<file path="src/design/pcr_map.svh">
// register offsets, field positions, reset values and timing figures of the power control register bank
// assumes inclusion by the package and by the design modules of this bank
`ifndef PCR_MAP_SVH
`define PCR_MAP_SVH
`define PCR_ADDR_W          8
`define PCR_OFS_SYS_MON     8'h00
`define PCR_OFS_SYS_HIB     8'h01
`define PCR_OFS_B1_VPRI     8'h20
`define PCR_OFS_B1_VSEC     8'h21
`define PCR_OFS_B1_CTRL     8'h22
`define PCR_RST_SYS_MON     8'h47
`define PCR_RST_SYS_HIB     8'h00
`define PCR_RST_B1_VPRI     6'h24
`define PCR_RST_B1_VSEC     6'h20
`define PCR_RST_B1_CTRL     8'h04
`define PCR_MON_TRST        7
`define PCR_MON_ACTION      6
`define PCR_MON_UNMASK      5
`define PCR_MON_LOW         4
`define PCR_MON_THR_HI      3
`define PCR_MON_THR_LO      0
`define PCR_HIB_FORCE       6
`define PCR_HIB_SCR_HI      3
`define PCR_HIB_SCR_LO      2
`define PCR_HIB_READY       1
`define PCR_HIB_SCR0        0
`define PCR_CTL_ON          7
`define PCR_CTL_PHASE       6
`define PCR_CTL_MODE        5
`define PCR_CTL_DLY_HI      4
`define PCR_CTL_DLY_LO      2
`define PCR_CTL_FLT_EN      1
`define PCR_CTL_PGOOD       0
`define PCR_HIB_WMASK       8'h4f
`define PCR_CTL_WMASK       8'hfe
`define PCR_CLK_MHZ         50
`define PCR_TRST_SHORT_MS   65
`define PCR_TRST_LONG_MS    260
`endif

</file>
<file path="src/design/pcr_pkg.sv">
// types shared by the power control register bank
// assumes the map header defines all offsets and widths
`include "pcr_map.svh"
package pcr_pkg;
  typedef enum logic [2:0] {
    PCR_ST_HOLD = 3'b001,
    PCR_ST_RUN  = 3'b010,
    PCR_ST_TRIP = 3'b100
  } pcr_mon_st_t;

  typedef struct packed {
    logic [7:0]  mon;
    logic [7:0]  hib;
    logic [5:0]  vpri;
    logic [5:0]  vsec;
    logic [7:0]  ctl;
    logic [7:0]  rdata;
    logic [5:0]  vcode;
    logic        irq;
    logic        shutdown;
    logic        en;
    logic        flt;
    pcr_mon_st_t st;
  } pcr_state_t;

  typedef struct packed {
    logic [31:0] cnt;
    logic        done;
  } pcr_tmr_state_t;
endpackage : pcr_pkg

</file>
<file path="src/design/pcr_rst_timer.sv">
// reset time-out counter that holds the reset output low after power-good
// assumes start is a level: high while the supply rail is good
`include "pcr_map.svh"
module pcr_rst_timer #(
  parameter int unsigned SHORT_CYC = `PCR_TRST_SHORT_MS * `PCR_CLK_MHZ * 1000,
  parameter int unsigned LONG_CYC  = `PCR_TRST_LONG_MS * `PCR_CLK_MHZ * 1000
) (
  input  wire logic clk_sys,
  input  wire logic reset,
  input  wire logic start,
  input  wire logic sel_short,
  output logic      done_q
);
  pcr_pkg::pcr_tmr_state_t t_q;
  pcr_pkg::pcr_tmr_state_t t_d;
  logic [31:0]             lim;

  assign lim = sel_short ? 32'(SHORT_CYC) : 32'(LONG_CYC);

  always_comb begin
    t_d = t_q;
    if (!start) begin
      // losing power-good restarts the whole time-out
      t_d.cnt  = 32'h0;
      t_d.done = 1'b0;
    end else if (!t_q.done) begin
      if (t_q.cnt + 32'h1 >= lim) begin
        t_d.done = 1'b1;
      end
      t_d.cnt = t_q.cnt + 32'h1;
    end
  end

  always_ff @(posedge clk_sys) begin
    if (reset) begin
      t_q <= '0;
    end else begin
      t_q <= t_d;
    end
  end

  assign done_q = t_q.done;
endmodule : pcr_rst_timer

</file>
<file path="src/design/pcr_regs.sv">
// system and first step-down converter register bank of the power controller
// assumes the serial port decoder delivers one-cycle write and read strobes with a byte address;
// reset is the undervoltage lockout, synchronous to clk_sys
`include "pcr_map.svh"

module pcr_regs #(
  parameter int unsigned SHORT_CYC = `PCR_TRST_SHORT_MS * `PCR_CLK_MHZ * 1000,
  parameter int unsigned LONG_CYC  = `PCR_TRST_LONG_MS * `PCR_CLK_MHZ * 1000
) (
  input  wire logic                   clk_sys,
  input  wire logic                   reset,
  input  wire logic                   wr_en,
  input  wire logic                   rd_en,
  input  wire logic [`PCR_ADDR_W-1:0] addr,
  input  wire logic [7:0]             wdata,
  output logic      [7:0]             rdata,
  input  wire logic                   supply_below_threshold,
  input  wire logic                   voltage_select_input,
  input  wire logic                   power_hold_input,
  input  wire logic                   hibernate,
  input  wire logic                   buck1_power_good,
  input  wire logic                   buck1_fault,
  output logic                        buck1_enable,
  output logic      [5:0]             buck1_voltage_code,
  output logic                        buck1_phase_invert,
  output logic                        buck1_forced_pwm,
  output logic      [2:0]             buck1_turn_on_delay,
  output logic      [3:0]             supply_detect_threshold,
  output logic                        supply_irq,
  output logic                        fault_irq,
  output logic                        supply_shutdown,
  output logic                        reset_output
);
  pcr_pkg::pcr_state_t s_q;
  pcr_pkg::pcr_state_t s_d;
  logic                tmr_done;

  pcr_rst_timer #(
    .SHORT_CYC (SHORT_CYC),
    .LONG_CYC  (LONG_CYC)
  ) u_tmr (
    .clk_sys   (clk_sys),
    .reset     (reset),
    .start     (buck1_power_good),
    .sel_short (s_q.mon[`PCR_MON_TRST]),
    .done_q    (tmr_done)
  );

  always_comb begin
    s_d = s_q;
    // register writes; reserved and read-only bits are masked out
    if (wr_en) begin
      case (addr)
        `PCR_OFS_SYS_MON: begin
          s_d.mon = {wdata[7:5], 1'b0, wdata[3:0]};
        end
        `PCR_OFS_SYS_HIB: begin
          s_d.hib = wdata & `PCR_HIB_WMASK;
        end
        `PCR_OFS_B1_VPRI: begin
          s_d.vpri = wdata[5:0];
        end
        `PCR_OFS_B1_VSEC: begin
          s_d.vsec = wdata[5:0];
        end
        `PCR_OFS_B1_CTRL: begin
          s_d.ctl = wdata & `PCR_CTL_WMASK;
        end
        default: begin
          s_d.rdata = s_q.rdata;
        end
      endcase
    end
    // live status bits overlay the stored ones
    s_d.mon[`PCR_MON_LOW] = supply_below_threshold;
    s_d.ctl[`PCR_CTL_PGOOD] = buck1_power_good;
    if (rd_en) begin
      case (addr)
        `PCR_OFS_SYS_MON: s_d.rdata = s_q.mon;
        `PCR_OFS_SYS_HIB: s_d.rdata = s_q.hib;
        `PCR_OFS_B1_VPRI: s_d.rdata = {2'b00, s_q.vpri};
        `PCR_OFS_B1_VSEC: s_d.rdata = {2'b00, s_q.vsec};
        `PCR_OFS_B1_CTRL: s_d.rdata = s_q.ctl;
        default:          s_d.rdata = 8'h00;
      endcase
    end
    s_d.vcode = voltage_select_input ? s_q.vsec : s_q.vpri;
    s_d.irq = 1'b0;
    s_d.shutdown = 1'b0;
    // supply monitor: action select picks interrupt or automatic shutdown
    case (s_q.st)
      pcr_pkg::PCR_ST_HOLD: begin
        s_d.st = pcr_pkg::PCR_ST_RUN;
      end
      pcr_pkg::PCR_ST_RUN: begin
        if (supply_below_threshold && !s_q.mon[`PCR_MON_ACTION]) begin
          s_d.st = pcr_pkg::PCR_ST_TRIP;
        end
        s_d.irq = supply_below_threshold && s_q.mon[`PCR_MON_ACTION]
                  && s_q.mon[`PCR_MON_UNMASK];
      end
      pcr_pkg::PCR_ST_TRIP: begin
        // shutdown is latched until lockout clears the bank
        s_d.shutdown = 1'b1;
      end
      default: begin
        s_d.st = pcr_pkg::PCR_ST_HOLD;
      end
    endcase
    // force-on keeps the converter alive through hibernate without power hold
    s_d.en = s_q.ctl[`PCR_CTL_ON]
             && (!hibernate || power_hold_input || s_q.hib[`PCR_HIB_FORCE]);
    s_d.flt = buck1_fault && s_q.ctl[`PCR_CTL_FLT_EN];
  end

  always_ff @(posedge clk_sys) begin
    if (reset) begin
      // lockout returns every bit to its default; hibernate is not a reset, so the ready flag survives
      s_q.mon      <= `PCR_RST_SYS_MON;
      s_q.hib      <= `PCR_RST_SYS_HIB;
      s_q.vpri     <= `PCR_RST_B1_VPRI;
      s_q.vsec     <= `PCR_RST_B1_VSEC;
      s_q.ctl      <= `PCR_RST_B1_CTRL;
      s_q.rdata    <= 8'h00;
      s_q.vcode    <= `PCR_RST_B1_VPRI;
      s_q.irq      <= 1'b0;
      s_q.shutdown <= 1'b0;
      s_q.st       <= pcr_pkg::PCR_ST_HOLD;
      s_q.en       <= 1'b0;
      s_q.flt      <= 1'b0;
    end else begin
      s_q <= s_d;
    end
  end

  assign rdata                   = s_q.rdata;
  assign buck1_enable            = s_q.en;
  assign buck1_voltage_code      = s_q.vcode;
  assign buck1_phase_invert      = s_q.ctl[`PCR_CTL_PHASE];
  assign buck1_forced_pwm        = s_q.ctl[`PCR_CTL_MODE];
  assign buck1_turn_on_delay     = s_q.ctl[`PCR_CTL_DLY_HI:`PCR_CTL_DLY_LO];
  assign supply_detect_threshold = s_q.mon[`PCR_MON_THR_HI:`PCR_MON_THR_LO];
  assign supply_irq              = s_q.irq;
  assign fault_irq               = s_q.flt;
  assign supply_shutdown         = s_q.shutdown;
  assign reset_output            = tmr_done;
endmodule : pcr_regs

</file>
<file path="config.mk">
export PLATFORM = sky130hd
export DESIGN_NAME = pcr_regs
export DESIGN_NICKNAME = d
export VERILOG_FILES = /design/src/design/pcr_pkg.sv /design/src/design/pcr_rst_timer.sv /design/src/design/pcr_regs.sv
export VERILOG_INCLUDE_DIRS = /design/src /design/src/design
export SDC_FILE = /design/constraint.sdc
export NUM_CORES = 1
export LEC_CHECK = 0
export ABC_AREA = 0
export BUFFER_PORTS_ARGS = -buffer_cell sky130_fd_sc_hd__buf_2
export CELL_PAD_IN_SITES_DETAIL_PLACEMENT = 2
export CELL_PAD_IN_SITES_GLOBAL_PLACEMENT = 2
export CORE_AREA = 4 4 139 114
export CTS_CLUSTER_SIZE = 10
export DETAILED_ROUTE_END_ITERATION = 10
export DIE_AREA = 0 0 143 118
export PLACE_DENSITY_LB_ADDON = 0.1
export SETUP_SLACK_MARGIN = 0.3
export SYNTH_ARGS = -nofsm -noshare
export SYNTH_HDL_FRONTEND = slang
export SYNTH_SLANG_ARGS = --single-unit
</file>
<file path="constraint.sdc">
create_clock -name clk_sys -period 3.1 [get_ports clk_sys]
set_input_delay 0.31 -clock clk_sys [delete_from_list [all_inputs] [get_ports clk_sys]]
set_output_delay 0.31 -clock clk_sys [all_outputs]
set_load 0.02 [all_outputs]
</file>
==> impl_metrics.toml <==
[cells_and_area]
n_antenna_cell = 0
drive_gt1_share_pct = 23.5
syn2layout_area_growth_pct = 17.7
utilization_pct = 37.6
fin_nets = 602

[timing]
fin_crit_ps = 2880
hold_slack_ps = 192
slew_viol_final = 0
finalSetupViolations = 0
worst_pin_slew_ps = 909
max_freq_mhz = 347
finClkSkew_ps = 6.50
timing.slew.headroom_pct = 39.3
rsz0062_at_grt = "true"
setup_slack_ps = 216
post-route-period-util_pct = 93.0
hold_violations = 0

[synthesis]
synthSimpleGateAreaFrac_pct = 24.2
syn_nets = 571
syn-mean-instance-area_sq_um = 8.61
synth-xor-area-share_pct = 9.39
synth_top_family_by_area = "simple AND/OR/NAND/NOR gates"
synth-seq-area-share_pct = 38.1
ys_warn_count = 0
synthFlopType = "dfxtp_1"
synth_edf_count = 0
ys_types = 55
synthArstFlopShare_pct = 0
synthAdderAreaFrac_pct = 3.83
synth_cells = 531
ys_seq_elements = 87
synth_area_sq_um = 4570
muxShareOfSynthArea_pct = 8.16
synth_compound_area_share_pct = 8.98

[critical_path]
crit_required_ps = 3280
crit_type = "flop to flop"
r2r-start = "u_tmr.t_q[19]"
worstPathCellList = "and4_4, or3b_4, or2_4, nor2_4, xor2_2, ha_1, a211oi_2, nor2_1, nor3_1, o21ai_1, nor4b_2, a41oi_1"
cp.arrival_ps = 3070
critPathMaxStageDelay_ps = 390
worst_r2r_endpoint = "u_tmr.done_q"
cp_max_fo = 6
reg2reg_slack_ps = 220
cpMaxStageDelayCell = "or3b_4"
rr_worst_depth = 12
startpoint_type = "flop"
end_kind = "flop"

[routing]
routed-via-count = 3909
routed_via_density = 5.21
drt_iter0_drc = 194
postRouteWirelength_mm = 14.0
final_antenna_net_count = 0
drc = 0
dr.pass1.iters = 4
wire_per_inst_um = 18.7

[die]
rows = 39
start_util_pct = 32.0
die_w_um = 143
io_pins = 54
dieHeight_um = 118
die_area_sq_um = 16900
design.core.area_sq_um = 14300

[grt]
grt_max_degree = 41
grtUsageTotal_pct = 17.1
first_global_vias = 4075
antenna_found_initial = 0
grt_pass1_wl_mm = 22.7
overflow = 0

[power]
leakagePower_nw = 2.12
p_per_area_nw_per_um2 = 458
ir_worst_vdd_uv = 305

[cts]
cts_buffers = 9
root_buffer = "clkbuf_16"
clkLatencyLatePin_ps = 350
clock_sinks = 87
cts.clk_slew.worst_paths_ps = 60
clk_path_buf_depth = 2
cts_hold_buf = 0
h-tree-depth = 3
cts_tree = "yes"

[run]
max_cap_viol_count = 0

[run_status]
status = "finished clean"

[hold_path]
min_to = "fault_irq"
min-delay-path-class = "primary input to flop"
hold_path_depth = 2
min-delay-start = "buck1_fault"

[place]
gp_congestion = 0.786
hpwl_mm = 10.3
pre_cts_ws_ps = -51.4
port_buffers = 53
-- state kept, by name, indices dropped and copies added, names as in the netlist --
name	count
buck1_enable	1
buck1_forced_pwm	1
buck1_phase_invert	1
buck1_turn_on_delay	3
buck1_voltage_code	6
fault_irq	1
rdata	8
s_q	27
supply_detect_threshold	4
supply_irq	1
supply_shutdown	1
u_tmr.done_q	1
u_tmr.t_q	32
-- worst max-delay path by stage --
stage	start	to	slack, ps	cells past startpoint
floorplan	u_tmr.t_q[9]	u_tmr.done_q	290	15
global placement	u_tmr.t_q[2]	u_tmr.done_q	110	12
detailed placement	u_tmr.t_q[2]	u_tmr.done_q	-50	12
CTS	u_tmr.t_q[19]	u_tmr.done_q	210	12
global route	u_tmr.t_q[19]	u_tmr.done_q	50	12
finish	u_tmr.t_q[19]	u_tmr.done_q	220	12
-- through the flow --
step	power [W]	cells	instance area, sq um	setup TNS [ps]
after floorplan	0.00125	531	4610	0
after global placement	0.00129	732	4930	0
after detailed placement	0.00130	732	4930	-51.4
after CTS	0.00251	750	5320	0
after global routing	0.00256	750	5380	0
final	0.00246	750	5380	0
-- Yosys cell counts (11+ instances only) --
| master | instances | share of area [%] |
|---|---|---|
| nor3_1 | 14 | 1.5 |
| xnor2_1 | 25 | 4.8 |
| buf_4 | 21 | 3.5 |
| nand2_1 | 46 | 3.8 |
| clkbuf_1 | 27 | 2.2 |
| xor2_1 | 24 | 4.6 |
| mux2i_1 | 26 | 5.7 |
| ha_1 | 14 | 3.8 |
| dfxtp_1 | 87 | 38 |
| nand4_1 | 11 | 1.5 |
| nor2_1 | 68 | 5.6 |
| nand3_1 | 31 | 3.4 |
| a21oi_1 | 18 | 2.0 |
-- kinds of logic (layout without fill, tap and decap cells) --
logic type / Yosys count / count (layout)
AO/OA/AOI/OAI: 61 / 61
multiplexers: 32 / 32
buffers and inverters: 64 / 99
XOR/XNOR: 49 / 49
adder cells (fa/ha/maj): 14 / 14
flip-flops: 87 / 87
AND/OR/NAND/NOR: 224 / 224
-- metal layers --
metal | vias to the layer above | wire length (um) | global-route usage, %
met5 | - | 0 | 0
met4 | 0 | 164 | 4.45
met3 | 9 | 408 | 3.45
met2 | 48 | 5990 | 24.9
met1 | 1957 | 7480 | 25.5
li1 | 1895 | - | -
-- what timing repair did --
| action | 4_1_cts | 5_1_grt |
|---|---|---|
| endpoints found under the setup margin | 1 | 1 |
| buffers inserted | 3 | 0 |
| gates resized for setup | 19 | 13 |
| pin swaps | 4 | 5 |
-- critical path, delay by kind of cell (launching register included) --
family                     cells  cell delay [ps]
AOI/OAI and AO/OA              3              440
xor gates and xnor gates       1              140
adders and majority gates      1              260
DFF                            1              380
and+or+nand+nor                7             1490
-- cell usage in the layout, fill, tap and decap left out, types with 7 or more instances in the layout --
cell	count
xor2_1	23
nor3_1	14
buf_4	24
o21ai_0	9
nand4_1	11
nor2_1	67
mux2i_1	26
a211oi_1	9
inv_1	7
xnor2_1	24
ha_1	13
nand2_1	45
buf_2	53
nand3_1	29
clkbuf_16	9
nor4_1	7
dfxtp_1	77
a21oi_1	18
or3_1	8
-- layout make-up --
class	instances	area, sq um
clock buffers	9	225
clock inverters	6	92.6
fillers	1580	8920
inverters	7	26.3
multi-input cells	380	2590
flip-flops and latches	87	1760
well taps	184	230
repair buffers	77	445
-- where the power goes --
group	total (W)	internal, W	switching [W]
sequential	0.00115	0.00113	0.0000186
clock	0.00119	0.000708	0.000487
combinational	0.000118	0.0000426	0.0000755
Note: power is estimated with default switching activity, not from simulation.
